**src/hdl/tmcc_pkg.sv**
```systemverilog
// constants and carrier types of the timer mode and capture control block
// assumes one 25 MHz clock and a prescaler outside that supplies count enables
package tmcc_pkg;

  // ----------------------------------------------------------------
  // register addresses
  // ----------------------------------------------------------------
  localparam logic [15:0] TMCC_ADDR_MODE1 = 16'hFFB6;
  localparam logic [15:0] TMCC_ADDR_CCCTL1 = 16'hFFB8;
  localparam logic [15:0] TMCC_ADDR_MODE0 = 16'hFFBA;
  localparam logic [15:0] TMCC_ADDR_CCCTL0 = 16'hFFBC;

  // ----------------------------------------------------------------
  // field positions and reset values
  // ----------------------------------------------------------------
  localparam int TMCC_MODE_W = 4;
  localparam int TMCC_CCCTL_W = 3;
  localparam int TMCC_BIT_WRAP = 0;
  localparam int TMCC_BIT_TOGGLE = 1;
  localparam int TMCC_BIT_MODE_LO = 2;
  localparam int TMCC_BIT_MODE_HI = 3;
  localparam int TMCC_BIT_ROLE0 = 0;
  localparam int TMCC_BIT_TRIG = 1;
  localparam int TMCC_BIT_ROLE1 = 2;
  localparam logic [3:0] TMCC_MODE_RST = 4'h0;
  localparam logic [2:0] TMCC_CCCTL_RST = 3'h0;
  localparam logic [15:0] TMCC_COUNT_MAX = 16'hFFFF;
  localparam logic [15:0] TMCC_COUNT_ONE = 16'h0001;

  // ----------------------------------------------------------------
  // enumerations
  // ----------------------------------------------------------------
  typedef enum logic [1:0] {
    TMCC_STOP = 2'h0,
    TMCC_FREE = 2'h1,
    TMCC_EDGE_CLR = 2'h2,
    TMCC_MATCH_CLR = 2'h3
  } tmcc_mode_t;

  typedef enum logic [1:0] {
    TMCC_ES_FALL = 2'h0,
    TMCC_ES_RISE = 2'h1,
    TMCC_ES_BAD = 2'h2,
    TMCC_ES_BOTH = 2'h3
  } tmcc_edge_sel_t;

  // ----------------------------------------------------------------
  // carriers
  // ----------------------------------------------------------------
  typedef struct packed {
    logic [15:0] addr;
    logic byte_wr;
    logic bit_wr;
    logic [2:0] bit_idx;
    logic [7:0] wdata;
    logic rd;
  } tmcc_bus_t;

  typedef struct packed {
    logic wr;
    logic ch;
    logic sel;
    logic [15:0] data;
  } tmcc_ccw_t;

  typedef struct packed {
    logic [3:0] mode_ctl;
    logic [2:0] cc_ctl;
    logic [15:0] count;
    logic [15:0] cc0;
    logic [15:0] cc1;
    logic tout;
    logic irq0;
    logic irq1;
  } tmcc_chan_t;

  typedef struct packed {
    tmcc_chan_t [1:0] ch;
    logic [7:0] rdata;
  } tmcc_state_t;

  typedef struct packed {
    logic prev;
  } tmcc_edge_st_t;

endpackage

```
**src/hdl/tmcc_edge.sv**
```systemverilog
// valid edge and reverse phase edge detector for one timer input pin
// assumes the pin is already synchronous to clk
module tmcc_edge (
  // clock and reset
  input wire logic clk,
  input wire logic rst_b,
  // pin and edge selection
  input wire logic pin,
  input wire tmcc_pkg::tmcc_edge_sel_t edge_sel,
  // detected events
  output logic valid_edge,
  output logic reverse_edge
);
  import tmcc_pkg::*;

  tmcc_edge_st_t st_reg;
  tmcc_edge_st_t st_next;
  logic rise;
  logic fall;

  // ----------------------------------------------------------------
  // edge decode
  // ----------------------------------------------------------------
  always_comb begin
    st_next.prev = pin;
    rise = pin & ~st_reg.prev;
    fall = ~pin & st_reg.prev;
    case (edge_sel)
      TMCC_ES_FALL: begin
        valid_edge = fall;
        reverse_edge = rise;
      end
      TMCC_ES_RISE: begin
        valid_edge = rise;
        reverse_edge = fall;
      end
      TMCC_ES_BOTH: begin
        valid_edge = rise | fall;
        // no opposite phase exists when both edges count
        reverse_edge = 1'b0;
      end
      default: begin
        valid_edge = 1'b0;
        reverse_edge = 1'b0;
      end
    endcase
  end

  always_ff @(posedge clk or negedge rst_b) begin
    if (!rst_b) begin
      st_reg <= '0;
    end else begin
      st_reg <= st_next;
    end
  end

endmodule

```
**src/hdl/tmcc_top.sv**
```systemverilog
// two channel timer mode, overflow and capture/compare control
// assumes count enables from an outside prescaler and synchronous pins
// Function
// - channel 0 modes: stop and clear, free run, edge clear, match clear
// - counting starts when mode becomes nonzero, stops only on mode 00
// - reset clears both mode and capture/compare control registers
// - channel 0 output toggles on matches, plus input a edge if selected
// - channel 1 output toggles on either match, toggle bit ignored
// - wrap flag sets when the counter passes from maximum to zero
// - wrap flag clears on written zero or on stop mode
// - writing one to the wrap flag sets it, except in mode 00 where it stays clear
// - control bit 2 picks compare or capture for second register
// - control bit 0 picks compare or capture for first register
// - channel 0 bit 1 picks input b edge or reverse phase input a
// - with reverse phase, input b edge only raises first interrupt
// - reverse phase with both edges selected detects no edge
// - edge select: 00 falling, 01 rising, 11 both, 10 forbidden
// - compare role registers match the counter and raise interrupts
module tmcc_top (
  // clock and reset
  input wire logic clk,
  input wire logic rst_b,
  // register bus
  input wire tmcc_pkg::tmcc_bus_t bus,
  output logic [7:0] bus_rdata,
  // capture/compare data write port
  input wire tmcc_pkg::tmcc_ccw_t ccw,
  // prescaled count enables and edge selects
  input wire logic [1:0] count_en,
  input wire tmcc_pkg::tmcc_edge_sel_t edge_sel_a,
  input wire tmcc_pkg::tmcc_edge_sel_t edge_sel_b,
  input wire tmcc_pkg::tmcc_edge_sel_t edge_sel_ch1,
  // timer pins
  input wire logic ext_input_a,
  input wire logic ext_input_b,
  input wire logic ch1_ext_input,
  output logic [1:0] timer_out_pin,
  // events and counter views
  output logic [1:0] first_match_irq,
  output logic [1:0] second_match_irq,
  output logic [1:0][15:0] count_register,
  output logic [1:0][15:0] first_capcmp_reg,
  output logic [1:0][15:0] second_capcmp_reg
);
  import tmcc_pkg::*;

  tmcc_state_t st_reg;
  tmcc_state_t st_next;
  logic va;
  logic ra;
  logic vb;
  logic v1;
  logic [1:0] run;
  logic [1:0] m0;
  logic [1:0] m1;
  logic [1:0] cap0;
  logic [1:0] cap1;
  logic [1:0] clr;
  logic [1:0] wrap;
  logic [1:0] ext_irq;
  logic [1:0] tog_edge;
  logic [1:0] cc0_trig;
  logic [1:0] cc1_trig;
  logic [1:0] cap0_irq;

  // ----------------------------------------------------------------
  // helpers
  // ----------------------------------------------------------------
  function automatic logic is_mode_addr(input logic [15:0] a, input int c);
    return a == ((c == 0) ? TMCC_ADDR_MODE0 : TMCC_ADDR_MODE1);
  endfunction

  function automatic logic is_ccctl_addr(input logic [15:0] a, input int c);
    return a == ((c == 0) ? TMCC_ADDR_CCCTL0 : TMCC_ADDR_CCCTL1);
  endfunction

  // ----------------------------------------------------------------
  // pin edge detectors
  // ----------------------------------------------------------------
  tmcc_edge u_edge_a (
    .clk(clk),
    .rst_b(rst_b),
    .pin(ext_input_a),
    .edge_sel(edge_sel_a),
    .valid_edge(va),
    .reverse_edge(ra)
  );

  tmcc_edge u_edge_b (
    .clk(clk),
    .rst_b(rst_b),
    .pin(ext_input_b),
    .edge_sel(edge_sel_b),
    .valid_edge(vb),
    .reverse_edge()
  );

  tmcc_edge u_edge_ch1 (
    .clk(clk),
    .rst_b(rst_b),
    .pin(ch1_ext_input),
    .edge_sel(edge_sel_ch1),
    .valid_edge(v1),
    .reverse_edge()
  );

  // ----------------------------------------------------------------
  // trigger routing per channel
  // ----------------------------------------------------------------
  always_comb begin
    // channel 1 has no edge clear mode, so it never clears on an edge
    clr[1] = 1'b0;
    cc0_trig[1] = v1;
    cc1_trig[1] = v1;
    ext_irq[1] = 1'b0;
    tog_edge[1] = 1'b0;
    cap0_irq[1] = 1'b1;
    clr[0] = va;
    cc0_trig[0] = st_reg.ch[0].cc_ctl[TMCC_BIT_TRIG] ? ra : vb;
    cc1_trig[0] = va;
    ext_irq[0] = st_reg.ch[0].cc_ctl[TMCC_BIT_TRIG] & vb;
    tog_edge[0] = st_reg.ch[0].mode_ctl[TMCC_BIT_TOGGLE] & va;
    // a reverse phase capture raises no interrupt of its own
    cap0_irq[0] = ~st_reg.ch[0].cc_ctl[TMCC_BIT_TRIG];
  end

  // ----------------------------------------------------------------
  // next state
  // ----------------------------------------------------------------
  always_comb begin
    st_next = st_reg;
    st_next.rdata = 8'h00;
    for (int c = 0; c < 2; c++) begin
      run[c] = st_reg.ch[c].mode_ctl[TMCC_BIT_MODE_HI:TMCC_BIT_MODE_LO] != TMCC_STOP;
      m0[c] = run[c] & count_en[c] & ~st_reg.ch[c].cc_ctl[TMCC_BIT_ROLE0]
              & (st_reg.ch[c].count == st_reg.ch[c].cc0);
      m1[c] = run[c] & count_en[c] & ~st_reg.ch[c].cc_ctl[TMCC_BIT_ROLE1]
              & (st_reg.ch[c].count == st_reg.ch[c].cc1);
      cap0[c] = run[c] & st_reg.ch[c].cc_ctl[TMCC_BIT_ROLE0] & cc0_trig[c];
      cap1[c] = run[c] & st_reg.ch[c].cc_ctl[TMCC_BIT_ROLE1] & cc1_trig[c];
      wrap[c] = 1'b0;
      // counter
      if (!run[c]) begin
        st_next.ch[c].count = 16'h0000;
      end else if (count_en[c]) begin
        if ((st_reg.ch[c].mode_ctl[3:2] == TMCC_EDGE_CLR && clr[c])
            || (st_reg.ch[c].mode_ctl[3:2] == TMCC_MATCH_CLR && m0[c])) begin
          st_next.ch[c].count = 16'h0000;
        end else begin
          st_next.ch[c].count = st_reg.ch[c].count + TMCC_COUNT_ONE;
          wrap[c] = st_reg.ch[c].count == TMCC_COUNT_MAX;
        end
      end
      // events and output
      st_next.ch[c].irq0 = m0[c] | (cap0[c] & cap0_irq[c]) | (run[c] & ext_irq[c]);
      st_next.ch[c].irq1 = m1[c] | cap1[c];
      st_next.ch[c].tout = st_reg.ch[c].tout
                           ^ (m0[c] | m1[c] | (run[c] & tog_edge[c]));
      // capture and data writes
      if (cap0[c]) begin
        st_next.ch[c].cc0 = st_reg.ch[c].count;
      end
      if (cap1[c]) begin
        st_next.ch[c].cc1 = st_reg.ch[c].count;
      end
      if (ccw.wr && ccw.ch == c[0]) begin
        if (ccw.sel) begin
          st_next.ch[c].cc1 = ccw.data;
        end else begin
          st_next.ch[c].cc0 = ccw.data;
        end
      end
      // control register writes
      if (is_mode_addr(bus.addr, c)) begin
        if (bus.byte_wr) begin
          st_next.ch[c].mode_ctl = bus.wdata[TMCC_MODE_W-1:0];
        end else if (bus.bit_wr && bus.bit_idx < 3'h4) begin
          st_next.ch[c].mode_ctl[bus.bit_idx[1:0]] = bus.wdata[0];
        end
        if (bus.rd) begin
          st_next.rdata = {4'h0, st_reg.ch[c].mode_ctl};
        end
      end
      if (is_ccctl_addr(bus.addr, c)) begin
        if (bus.byte_wr) begin
          st_next.ch[c].cc_ctl = bus.wdata[TMCC_CCCTL_W-1:0];
        end else if (bus.bit_wr && bus.bit_idx < 3'h3) begin
          st_next.ch[c].cc_ctl[bus.bit_idx[1:0]] = bus.wdata[0];
        end
        if (bus.rd) begin
          st_next.rdata = {5'h00, st_reg.ch[c].cc_ctl};
        end
      end
      // a wrap in the same cycle as a software clear still sets the flag
      if (wrap[c]) begin
        st_next.ch[c].mode_ctl[TMCC_BIT_WRAP] = 1'b1;
      end
      if (st_next.ch[c].mode_ctl[3:2] == TMCC_STOP) begin
        st_next.ch[c].mode_ctl[TMCC_BIT_WRAP] = 1'b0;
      end
    end
  end

  // ----------------------------------------------------------------
  // state register
  // ----------------------------------------------------------------
  always_ff @(posedge clk or negedge rst_b) begin
    if (!rst_b) begin
      st_reg <= '0;
    end else begin
      st_reg <= st_next;
    end
  end

  // ----------------------------------------------------------------
  // outputs
  // ----------------------------------------------------------------
  assign bus_rdata = st_reg.rdata;
  for (genvar g = 0; g < 2; g++) begin : g_out
    assign timer_out_pin[g] = st_reg.ch[g].tout;
    assign first_match_irq[g] = st_reg.ch[g].irq0;
    assign second_match_irq[g] = st_reg.ch[g].irq1;
    assign count_register[g] = st_reg.ch[g].count;
    assign first_capcmp_reg[g] = st_reg.ch[g].cc0;
    assign second_capcmp_reg[g] = st_reg.ch[g].cc1;
  end

  logic bus_quiet;
  assign bus_quiet = ~bus.byte_wr & ~bus.bit_wr;
endmodule

```
**config.mk**
```make
export PLATFORM = sky130hd
export DESIGN_NAME = tmcc_top
export DESIGN_NICKNAME = d
export VERILOG_FILES = /design/src/hdl/tmcc_pkg.sv /design/src/hdl/tmcc_edge.sv /design/src/hdl/tmcc_top.sv
export SDC_FILE = /design/constraint.sdc
export NUM_CORES = 1
export LEC_CHECK = 0
export BUFFER_PORTS_ARGS = -buffer_cell sky130_fd_sc_hd__buf_2
export CELL_PAD_IN_SITES_DETAIL_PLACEMENT = 0
export CELL_PAD_IN_SITES_GLOBAL_PLACEMENT = 2
export CORE_MARGIN = 5
export CORE_UTILIZATION = 35
export CTS_CLUSTER_DIAMETER = 100
export DETAILED_ROUTE_END_ITERATION = 16
export GPL_TIMING_DRIVEN = 0
export PLACE_DENSITY_LB_ADDON = 0.1
export SKIP_LAST_GASP = 1
export SYNTH_ARGS = -nofsm -noshare
export SYNTH_HDL_FRONTEND = slang
export SYNTH_SLANG_ARGS = --single-unit
```
**constraint.sdc**
```tcl
create_clock -name clk -period 6.2 [get_ports clk]
set_clock_uncertainty 0.2 [all_clocks]
set_input_delay 0 -clock clk [delete_from_list [all_inputs] [get_ports clk]]
set_output_delay 0 -clock clk [all_outputs]
set_load 0.05 [all_outputs]
```
* Yosys cells after proc, flatten, opt, wreduce, memory -nomap -nowiden
Cells that the tools add are included.
W data, S select, Z words.
** Storage, ports and cells
- Register bits :: 127
- Logic and storage cells :: 188
** Cells by class
- Add/subtract/negate cells :: 2
- Order comparisons :: 4
- Eq/ne operators :: 21
- Multiplexer cells :: 55
- Bitwise logic cells :: 54
- Reductions and logical operators :: 28
** Operator list (number)
- $mux W16 :: 14
- $eq A16 B16 Y1 const B :: 6
- $eq A16 B16 Y1 :: 4
- $mux W32 :: 2
- $mux W8 :: 6
- $add A16 B1 Y16 const B :: 2
- $mux W4 :: 8
- $and A1 B1 Y1 :: 29
- $eq A2 B2 Y1 const B :: 6
- $mux W1 :: 12
- $mux W3 :: 4
- $not A1 Y1 :: 12
- $reduce_and A2 Y1 :: 6
- $or A1 B1 Y1 :: 11
- $logic_not A2 Y1 :: 5
- $pmux W1 S3 :: 3
- $bwmux W4 :: 2
- $logic_and A1 B1 Y1 :: 8
- $reduce_bool A2 Y1 :: 4
- $reduce_bool A4 Y1 :: 2
- $bwmux W3 :: 2
- $eq A2 B1 Y1 const B :: 3
- $reduce_bool A3 Y1 :: 2
- $ne A2 B2 Y1 const B :: 2
- 8 further kinds :: 9

* Longest topological paths before layout
Gate-level depths: netlist of run 1.
- Word-level depth :: 11
- Gate-level depth with buffers :: 9
- Gate-level depth less buffers :: 8

* Hierarchy
A second synthesis of run 1 with hierarchy kept.
** Second synthesis, totals
- Cell total of the unflattened synthesis :: 876
- Area total of the unflattened synthesis :: 7971.4 um^2
** Modules (own cells, without submodules)
- tmcc_top :: times used 1, cells an instance 846, area an instance 7697.4 um^2
- tmcc_edge :: times used 3, cells an instance 10, area an instance 91.3 um^2

* Worst setup path after synthesis of run 1
No wires, ideal clock.
- Path kind :: register to register
- Start point :: register u_edge_a.st_reg
- End point :: register st_reg (netlist bit second_capcmp_reg[11])
- Arrival :: 1.846 ns
- Data required time :: 5.863 ns
- Path slack :: 4.017 ns
- Stages on the path, launching flop included :: 10
- Path buffers :: 1
- Period minus slack after synthesis :: 2.183 ns
- Cells stage by stage :: dfrtp_1 -> inv_1 -> ha_1 -> or2_2 -> a32oi_1 -> nor2_1 -> nand2_2 -> buf_4 -> mux2i_1 -> a21oi_1
** RTL lines
- start, declared :: line tmcc_edge.sv:16 : tmcc_edge_st_t st_reg;
- start signal, assigned :: line tmcc_edge.sv:53 : st_reg <= st_next;
- end signal, assigned :: line tmcc_top.sv:211 : st_reg <= st_next;
- end, declared :: line tmcc_top.sv:47 : tmcc_state_t st_reg;

* Worst setup path in the final report of run 1
- Start point :: register st_reg (netlist bit count_register[12])
- End point :: register st_reg (netlist bit count_register[6])
** On the way
- Longest elaborated chain between the ends :: 7
** RTL lines
- $eq A16 B16 Y1 :: line tmcc_top.sv:136 : & (st_reg.ch[c].count == st_reg.ch[c].cc0);
- $and A1 B1 Y1 :: line tmcc_top.sv:136
- $logic_and A1 B1 Y1 :: line tmcc_top.sv:147 : || (st_reg.ch[c].mode_ctl[3:2] == TMCC_MATCH_CLR && m0[c])) begin
- $logic_or A1 B1 Y1 :: line tmcc_top.sv:147
- $mux W16 :: line tmcc_top.sv:146 : if ((st_reg.ch[c].mode_ctl[3:2] == TMCC_EDGE_CLR && clr[c])
- $mux W16 :: line tmcc_top.sv:145 : end else if (count_en[c]) begin
- $mux W16 :: line tmcc_top.sv:143 : if (!run[c]) begin
No other way between the ends. The select of a mux whose other input is x is not followed.
A chain may end at the register's enable or synchronous reset.

==> run_results.csv, run 1 <==
group,metric,value,unit
status,outcome,"completed",
synth,ys.flop_type,"dfrtp_1",
die,ios,172,
clock_tree,clk-insertion-delay-late,420,ps
synth,avgSynthCellArea,9.111,µm²
global_routing,grt_usage,19.86,%
setup_path,required,6280,ps
setup_path,crit_chain,"clkbuf_1 > xnor2_1 > nand4_1 > nor4_1 > a32oi_1 > buf_2 > nand3_1 > o31ai_1",
timing,max_freq,0.3510,GHz
die,start_util,35.55,%
setup_path,cp_top_family,"simple AND/OR/NAND/NOR gates",
setup_path,r2r_start,"count_register[12]",
detailed_routing,drt-initial-drc-count,374,
global_routing,grt_start_max_net_pins,81,
detailed_routing,routed_wl,26010,µm
synth,synth_cells,886,
detailed_routing,wl_per_cell,18.24,µm
synth,ys_warn_count,0,
synth,ys_seq_area_share,38.13,%
clock_tree,ctsResizeCount,0,
min_path,hp-class,"input port to register",
setup_path,worst-path-buf-inv,2,
detailed_routing,dr.pass1.iters,5,
die,dieArea,26200,µm²
global_routing,gr-total-overflow,0,
clock_tree,cts.clk_slew.worst_paths,60,ps
min_path,hp-start,"ch1_ext_input",
timing,hold_viol,0,
setup_path,slowest_stage,"nor4_1",
clock_tree,htree_levels,4,
placed_design,gp_congestion,0.8014,
setup_path,max_stage_delay,500,ps
clock_tree,cts_buffers,17,
setup_path,path_max_fanout,10,
detailed_routing,viasPerCell,4.919,
clock_tree,cts_tree,"done",
synth,synth.ff_latch_count,123,
timing,relSlewSlack,39.09,%
setup_path,end_kind,"register",
timing,worst_pin_slew,905.2,ps
die,fp.dieW,161.9,µm
run,drv_cap,0,
setup_path,timing.rr.end,"count_register[6]",
setup_path,crit_arrival,2930,ps
placed_design,dp_hpwl,19480,µm
detailed_routing,drcViolationCount,0,
timing,finalCriticalPeriod,2849,ps
timing,setup_tns,0,ps
cells_and_area,regArea,3078,µm²
cells_and_area,finish.instance_area,10480,µm²
synth,synth_edf_count,0,
placed_design,place_area,9290,µm²
cells_and_area,multi_input_area,3804,µm²
global_routing,grt_antenna_before_repair,0,
timing,finalSetupViolations,0,
cells_and_area,syn2layout_area_growth,29.84,%
synth,synth.lib_cells_used.distinct,64,
synth,synthesis.area,8073,µm²
setup_path,startpoint,"count_register[12]",
setup_path,critical_path_class,"register to register",
cells_and_area,final_nets,1198,
detailed_routing,vias,7014,
cells_and_area,diodes,0,
clock_tree,clock-sinks,123,
cells_and_area,fill_cells,2318,
setup_path,crit_end,"count_register[6]",
setup_path,cp.depth,8,
pwr,peakVddDrop,0.0001654,V
setup_path,critPathLaunchType,"register",
detailed_routing,ant_nets,0,
die,rows,55,
timing,slew_viol_final,0,
clock_tree,cts-root-buf,"clkbuf_16",
timing,rsz0062_at_grt,"no",
setup_path,reg2reg_depth,8,
placed_design,io_buffers,163,
synth,ys_async_sr_fraction,100.0,%
cells_and_area,final_layout_size_suffix_gt1_share,30.94,%
global_routing,grt_pass1_vias,7006,
die,core_area,22710,µm²
pwr,leakage,5.369,nW
global_routing,grt_pass1_wl,40720,µm
setup_path,reg2reg_slack,3350,ps
pwr,power-per-cell-area,273.0,nW/µm²
die,die_h,161.9,µm
clock_tree,clockBufferDepth,2,
timing,period_share,45.95,%
## per-layer routing
layer / global-route usage, % / wire, µm / share of wire (%)
met2: 30.14 / 11510 / 44
met4: 4.767 / 367 / 1.4
met3: 3.857 / 1040 / 4.0
met5: 0 / 0 / 0
met1: 29.23 / 13090 / 50
## where the power goes
group	internal [mW]	switching (mW)	leakage, nW
Combinational	0.308	0.527	3.55
Clock	0.662	0.381	0.287
Sequential	0.885	0.0990	1.53
Total	1.85	1.01	5.37
## final cells by class
type / instances / area share [%]
clock inverter: 11 / 1.361
timing repair buffer: 220 / 13.62
tap: 285 / 3.402
multi-input combinational: 578 / 36.29
sequential: 123 / 29.37
inverter: 16 / 0.5730
buffer: 172 / 10.90
clock buffer: 21 / 4.488
## cell usage in the layout, fill, tap and decap left out, types with 18 or more instances in the layout
cell	netlist	routed
o21ai_0	51	51
buf_2	25	187
xnor2_1	34	34
nand3_1	27	27
a21oi_1	48	48
nor2_1	56	56
buf_4	113	113
dfrtp_1	123	123
nand2_1	71	71
mux2i_1	76	76
clkbuf_1	30	31
dlygate4sd3_1	0	55
xor2_1	32	32
nand4_1	18	18
## how the worst min path moves through the flow
stage                             end  depth (start not counted)
finish              u_edge_ch1.st_reg                          2
global route          u_edge_a.st_reg                          2
CTS                 u_edge_ch1.st_reg                          2
detailed placement       bus_rdata[1]                          1
global placement    u_edge_ch1.st_reg                          1
floorplan                bus_rdata[0]                          0
## metrics by stage
stage	hold slack (ps)	instances	power [mW]	util, %	worst slack, ps
floorplan	-495.6	889	1.586	-	4017
global placement	-57.09	1337	1.804	40.76	2954
detailed placement	-220.9	1338	1.808	40.91	3403
CTS	38.62	1426	2.895	46.15	3384
global route	69.73	1426	2.993	46.15	3056
finish	54.18	1426	2.861	46.15	3351
## synth_stat cells (all sizes together), types with 2 or more instances
master   instances  share of area [%]
o21ai           54                3.4
a41oi            2               0.22
a2bb2oi          2               0.22
a22o             5               0.54
nand2           72                3.4
and3             9               0.70
mux2             2               0.37
nor2b           15                1.2
buf            140                 12
dfrtp          123                 38
nand4           19                1.5
and2             7               0.54
a221oi           3               0.33
or3              3               0.23
nand2b           9               0.70
a21oi           48                3.0
xnor2           34                3.7
nand3b           3               0.28
o211ai           2               0.19
a31oi            9               0.70
nor3b            3               0.28
xor2            32                3.5
a22oi            4               0.37
inv             16               0.74
nor4bb           2               0.25
ha               8                1.2
nor4            11                1.0
nor3            15               0.93
clkbuf          30                1.4
o21bai           2               0.19
nand3           27                1.7
and4             7               0.77
mux2i           76                9.4
nor2            57                2.7
or2              4               0.31
a32oi            2               0.22
o31ai           13                1.2
## cell families after synthesis
family	Yosys count	share of synthesized area (%)
multiplexers	78	9.795
AND/OR/NAND/NOR	269	17.34
XOR/XNOR	66	7.161
other	1	0.04645
AO/OA/AOI/OAI	153	11.39
buffers and inverters	188	14.89
flip-flops	123	38.13
adder cells (fa/ha/maj)	8	1.240
## repair_timing
action | in CTS | in global routing
setup buffers | 0 | 0
endpoints found under the hold margin | 226 | 0
hold buffers | 56 | 0
Note: power is estimated with default switching activity, not from simulation.
==> inputs of run 2 (changes only) <==
--- a/config.mk
+++ b/config.mk
@@ -9,7 +9,7 @@
 export CELL_PAD_IN_SITES_DETAIL_PLACEMENT = 0
 export CELL_PAD_IN_SITES_GLOBAL_PLACEMENT = 2
 export CORE_MARGIN = 5
-export CORE_UTILIZATION = 35
+export CORE_UTILIZATION = 34
 export CTS_CLUSTER_DIAMETER = 100
 export DETAILED_ROUTE_END_ITERATION = 16
 export GPL_TIMING_DRIVEN = 0
==> constraint.sdc (replaced) <==
create_clock -name clk -period 2.8 [get_ports clk]
set_clock_uncertainty 0.2 [all_clocks]
set_input_delay 0 -clock clk [delete_from_list [all_inputs] [get_ports clk]]
set_output_delay 0 -clock clk [all_outputs]
set_load 0.05 [all_outputs]
==> run_results.csv, run 2 (synthesized netlist as in run 1, its figures left out) <==
group,metric,value,unit
global_routing,grt_pass1_wl,40990,µm
setup_path,crit_arrival,2840,ps
min_path,hp-class,"input port to register",
cells_and_area,layout_commonest_cell,"buf_2",
timing,worst_pin_slew,739.2,ps
clock_tree,clk-insertion-delay-late,430,ps
placed_design,io_buffers,163,
detailed_routing,drcViolationCount,0,
setup_path,timing.rr.end,"count_register[20]",
global_routing,grt_pass1_vias,6940,
cells_and_area,final_nets,1197,
setup_path,cp_top_family,"buffers and inverters",
setup_path,max_stage_delay,550,ps
die,die_h,164.1,µm
detailed_routing,viasPerCell,4.769,
setup_path,reg2reg_slack,170,ps
setup_path,cp.depth,10,
cells_and_area,regArea,3078,µm²
detailed_routing,drt-initial-drc-count,326,
pwr,fin_total_pwr,6.435,mW
pwr,leakage,5.402,nW
die,fp.dieW,164.1,µm
global_routing,grt_usage,19.82,%
setup_path,critPathLaunchType,"input port",
cells_and_area,syn2layout_area_growth,30.86,%
cells_and_area,layout_common_cells,"187 x buf_2, 123 x dfrtp_1, 116 x buf_4, 76 x mux2i_1, 71 x nand2_1",
status,outcome,"completed",
placed_design,place_ws,59.11,ps
detailed_routing,routed_wl,26440,µm
pwr,power-per-cell-area,609.1,nW/µm²
timing,period_share,97.64,%
detailed_routing,vias,6958,
timing,max_freq,0.3658,GHz
setup_path,crit_end,"st_reg[61]",
placed_design,gp_congestion,0.8158,
die,core_area,23400,µm²
setup_path,r2r_start,"count_register[28]",
global_routing,grt_start_max_net_pins,66,
timing,hold_viol,0,
setup_path,slowest_stage,"dlygate4sd3_1",
pwr,peakVddDrop,0.0003947,V
cells_and_area,multi_input_area,3834,µm²
global_routing,gr-total-overflow,0,
clock_tree,htree_levels,4,
run,drv_cap,0,
timing,setup_ws,66.20,ps
setup_path,crit_path_frequent_cell,"dlygate4sd3_1",
clock_tree,cts_buffers,17,
clock_tree,cts.clk_slew.worst_paths,60,ps
die,start_util,34.50,%
die,dieArea,26930,µm²
clock_tree,cts_tree,"done",
setup_path,reg2reg_depth,8,
setup_path,path_max_fanout,7,
timing,finalSetupViolations,0,
timing,relSlewSlack,50.54,%
placed_design,dp_hpwl,19700,µm
detailed_routing,dr.pass1.iters,5,
setup_path,critical_path_class,"input port to register",
timing,whs,43.65,ps
timing,finalCriticalPeriod,2734,ps
detailed_routing,wl_per_cell,18.12,µm
clock_tree,clock-sinks,123,
timing,slew_viol_final,0,
global_routing,grt_antenna_before_repair,0,
setup_path,crit_chain,"dlygate4sd3_1 > buf_2 > nand4_2 > or2_1 > buf_6 > nor4b_4 > o2bb2ai_1 > dlygate4sd3_1 > a21oi_1 > dlygate4sd3_1",
setup_path,required,2900,ps
cells_and_area,final_layout_size_suffix_gt1_share,31.75,%
clock_tree,clockBufferDepth,2,
clock_tree,cts-root-buf,"clkbuf_16",
setup_path,startpoint,"bus[23]",
die,rows,56,
setup_path,end_kind,"register",
setup_path,worst-path-buf-inv,5,
die,ios,172,
detailed_routing,ant_nets,0,
cells_and_area,fill_cells,2397,
cells_and_area,diodes,0,
timing,rsz0062_at_grt,"no",
run 2: cell types whose count changed in the layout (fill, tap and decap cells not counted), moves of 2 or more:
| cell | before | now |
|---|---|---|
| clkinv_4 | 0 | 5 |
| buf_4 | 113 | 116 |
| clkbuf_1 | 31 | 29 |
| clkbuf_8 | 3 | 1 |
| dlygate4sd3_1 | 55 | 52 |
| clkinvlp_4 | 5 | 1 |
run 2: what timing repair did:
action	in CTS	in global routing
endpoints found under the hold margin	225	0
hold buffers	53	0
gates resized for setup	0	5
buffers inserted	0	3
endpoints found under the setup margin	0	19
run 2: area by class of cell:
class,instances,area share [%]
Clock buffer,18,4.157
Buffer,171,10.78
Timing Repair Buffer,220,13.44
Tap cell,319,3.778
Inverter,16,0.5685
Clock inverter,14,1.848
Multi-Input combinational cell,578,36.29
Sequential cell,123,29.14
run 2: per-stage QoR:
stage | instances | utilization (%) | instance area (µm²) | setup TNS [ps]
after CTS | 1457 | 44.93 | 10520 | 0
after global placement | 1371 | 39.73 | 9299 | -52340
after global routing | 1459 | 45.14 | 10560 | 0
after detailed placement | 1372 | 39.88 | 9333 | 0
final | 1459 | 45.14 | 10560 | 0
after floorplan | 889 | - | 8084 | 0
run 2: worst min-delay path by stage:
stage / startpoint / endpoint / slack (ps) / cells past startpoint
global route: ext_input_a / u_edge_a.st_reg / 60 / 2
CTS: ext_input_a / u_edge_a.st_reg / 40 / 2
finish: bus[11] / st_reg[63] / 40 / 5
detailed placement: rst_b / bus_rdata[1] / -160 / 1
global placement: ch1_ext_input / u_edge_ch1.st_reg / -60 / 1
floorplan: rst_b / bus_rdata[0] / -500 / 0
run 2: tightest hold or removal path: stages:
cell and delay (ps):
buf_2 80, and2b_2 250, nand2_1 100, a21oi_1 70, o21ai_0 130
run 2: routing by layer:
layer | global-route usage, % | wire length [µm] | vias to the layer above
li1 | - | - | 3432
met1 | 29.59 | 13100 | 3318
met2 | 30.13 | 11710 | 190
met3 | 3.538 | 1400 | 18
met4 | 3.965 | 229 | 0
met5 | 0 | 0 | -
run 2: report_power, final:
part / switching (mW) / leakage [nW] / total, mW / internal [mW]
clock: 0.892 / 0.310 / 2.41 / 1.52
combinational: 1.17 / 3.56 / 1.85 / 0.679
sequential: 0.218 / 1.53 / 2.18 / 1.96
total: 2.28 / 5.40 / 6.43 / 4.15
==> inputs of run 3 (changes only) <==
--- a/config.mk
+++ b/config.mk
@@ -5,14 +5,16 @@
 export SDC_FILE = /design/constraint.sdc
 export NUM_CORES = 1
 export LEC_CHECK = 0
+export ABC_AREA = 1
 export BUFFER_PORTS_ARGS = -buffer_cell sky130_fd_sc_hd__buf_2
 export CELL_PAD_IN_SITES_DETAIL_PLACEMENT = 0
 export CELL_PAD_IN_SITES_GLOBAL_PLACEMENT = 2
 export CORE_MARGIN = 5
-export CORE_UTILIZATION = 34
+export CORE_UTILIZATION = 32
 export CTS_CLUSTER_DIAMETER = 100
 export DETAILED_ROUTE_END_ITERATION = 16
 export GPL_TIMING_DRIVEN = 0
+export HOLD_SLACK_MARGIN = 0.12
 export PLACE_DENSITY_LB_ADDON = 0.1
 export SKIP_LAST_GASP = 1
 export SYNTH_ARGS = -nofsm -noshare
==> run_results.csv, run 3 <==
group,metric,value,unit
synth,avgSynthCellArea,7.395,µm²
setup_path,critical_path_class,"input port to register",
synth,synth_top_area_share,36.04,%
global_routing,grt_pass1_wl,47950,µm
synth,ys_async_sr_fraction,100.0,%
setup_path,reg2reg_slack,230,ps
clock_tree,clk-insertion-delay-late,420,ps
synth,synth.ff_latch_count,123,
setup_path,critPathLaunchType,"input port",
setup_path,path_max_fanout,4,
placed_design,dp_hpwl,23650,µm
detailed_routing,ant_nets,0,
placed_design,gp_congestion,0.8495,
pwr,power-per-cell-area,628.0,nW/µm²
global_routing,gr-total-overflow,0,
clock_tree,cts_tree,"done",
status,outcome,"completed",
synth,ys_warn_count,0,
clock_tree,htree_levels,4,
timing,relSlewSlack,59.04,%
global_routing,grt_usage,20.13,%
clock_tree,clockBufferDepth,2,
clock_tree,clock-sinks,123,
timing,period_share,94.28,%
pwr,fin_total_pwr,7.094,mW
synth,synth_cells,1155,
cells_and_area,utilization,43.10,%
timing,finalSetupViolations,0,
timing,worst_pin_slew,613.4,ps
setup_path,crit_chain,"dlygate4sd3_1 > buf_2 > inv_1 > a21oi_1 > dlygate4sd3_1 > o21ai_0 > dlygate4sd3_1 > o21ai_0 > dlygate4sd3_1",
die,dieArea,30060,µm²
pwr,peakVddDrop,0.0003143,V
cells_and_area,final_nets,1499,
global_routing,grt_pass1_vias,8318,
setup_path,max_stage_delay,570,ps
setup_path,required,2910,ps
synth,ys.flop_type,"dfrtp_1",
clock_tree,cts-root-buf,"clkbuf_16",
setup_path,startpoint,"bus[9]",
timing,finalCriticalPeriod,2640,ps
die,fp.dieW,173.4,µm
timing,rsz0062_at_grt,"yes",
synth,synthesis.area,8541,µm²
die,die_h,173.4,µm
clock_tree,cts_buffers,17,
die,start_util,32.59,%
timing,setup_tns,0,ps
cells_and_area,final_layout_size_suffix_gt1_share,26.49,%
synth,synth_top_area_cell,"dfrtp_1",
synth,synth_top_family_by_area,"simple AND/OR/NAND/NOR gates",
run,drv_cap,0,
setup_path,reg2reg_depth,9,
min_path,hp-start,"bus[24]",
detailed_routing,dr.pass1.iters,5,
synth,netlist_top_cells_count,"216 x nand2_1, 161 x nor2_1, 123 x dfrtp_1",
synth,synth-compound-area-share,15.09,%
synth,synthMuxAreaShare,0.2344,%
clock_tree,cts.clk_slew.worst_paths,60,ps
timing,slew_viol_final,0,
setup_path,slowest_stage,"dlygate4sd3_1",
timing,hold_viol,0,
synth,synth_xor_area_share,4.820,%
detailed_routing,routed_wl,30200,µm
global_routing,grt_antenna_before_repair,1,
setup_path,crit_path_frequent_cell,"dlygate4sd3_1",
die,ios,172,
synth,synthSimpleGateAreaFrac,24.51,%
synth,ys_seq_area_share,36.04,%
min_path,min_delay_path_depth,7,
detailed_routing,vias,8441,
cells_and_area,syn2layout_area_growth,32.26,%
setup_path,timing.rr.end,"second_capcmp_reg[29]",
setup_path,end_kind,"register",
synth,synth_edf_count,0,
pwr,leakage,5.751,nW
die,rows,59,
detailed_routing,viasPerCell,4.747,
min_path,hp-class,"input port to register",
detailed_routing,wl_per_cell,16.99,µm
min_path,holdPathEnd,"st_reg[64]",
detailed_routing,drt-initial-drc-count,555,
synth,synth.lib_cells_used.distinct,43,
synth,synth_adder_area_share,1.172,%
placed_design,io_buffers,162,
timing,max_freq,0.3788,GHz
cells_and_area,layout_commonest_cell,"nand2_1",
setup_path,crit_arrival,2750,ps
setup_path,r2r_start,"u_edge_ch1.st_reg",
detailed_routing,drcViolationCount,0,
synth,yosysMostFrequentCell,"nand2_1",
cells_and_area,layout_common_cells,"216 x nand2_1, 178 x buf_2, 160 x nor2_1, 123 x dfrtp_1, 117 x buf_4",
global_routing,grt_start_max_net_pins,64,
synth,synth_area_leaders,"dfrtp_1 36%, buf_4 10%, nand2_1 9.5%, nor2_1 7.1%, o21ai_0 5.0%",
die,core_area,26210,µm²
run 3: cells by family (layout without fill, tap and decap cells):
kind of cell               count (synthesis)  count (layout)
xor gates and xnor gates                  47              47
and+or+nand+nor                          489             489
AOI/OAI and AO/OA                        209             209
other                                      1               5
muxes                                      2               2
DFF                                      123             123
adders and majority gates                  8               8
buffers and inverters                    276             560
run 3: critical path: cells and delay by family:
family          cells  cell delay, ps
compound gates      3             300
buf+inv             6            2450
run 3: where the power goes:
| part | switching, mW | leakage [nW] | internal [mW] | total, mW |
|---|---|---|---|---|
| clock | 0.897 | 0.258 | 1.22 | 2.12 |
| sequential | 0.311 | 1.57 | 2.01 | 2.32 |
| combinational | 1.69 | 3.92 | 0.965 | 2.66 |
| total | 2.90 | 5.75 | 4.19 | 7.09 |
run 3: worst max path at each step:
stage,to,depth (start not counted)
finish,st_reg[59],9
detailed placement,st_reg[62],9
global route,bus_rdata[0],13
floorplan,first_capcmp_reg[30],8
global placement,u_edge_b.st_reg,1
CTS,st_reg[63],10
run 3: metrics by stage:
stage / hold slack [ps] / cells / setup WS (ps) / area (µm²)
final: 103.4 / 1778 / 160.1 / 11300
after detailed placement: -164.2 / 1656 / 184.2 / 9816
after global routing: 143.1 / 1778 / -9.922 / 11300
after global placement: -58.60 / 1655 / -428.5 / 9782
after CTS: 134.9 / 1778 / 31.52 / 11290
after floorplan: -495.6 / 1158 / 936.3 / 8552
run 3: final cells by class:
class | instances | area (µm²)
sequential | 123 | 3078
timing repair buffer | 252 | 1753
clock buffer | 18 | 429.2
buffer | 155 | 1091
tap | 335 | 419.2
fill | 2796 | 14910
inverter | 121 | 454.2
antenna | 1 | 2.502
multi-input combinational | 759 | 3943
clock inverter | 14 | 126.4
run 3: what timing repair did:
| item | 4_1_cts | 5_1_grt |
|---|---|---|
| hold buffers | 90 | 0 |
| endpoints found under the setup margin | 0 | 4 |
| gates resized for setup | 0 | 3 |
| hold endpoints to repair | 244 | 0 |
| buffers inserted | 0 | 0 |
run 3: routing by layer:
metal,global-route usage [%],routed length (µm),vias to the layer above
li1,-,-,4218
met5,0,0,-
met1,28.71,14380,3957
met2,31.49,13750,238
met3,3.773,1560,28
met4,5.188,512,0
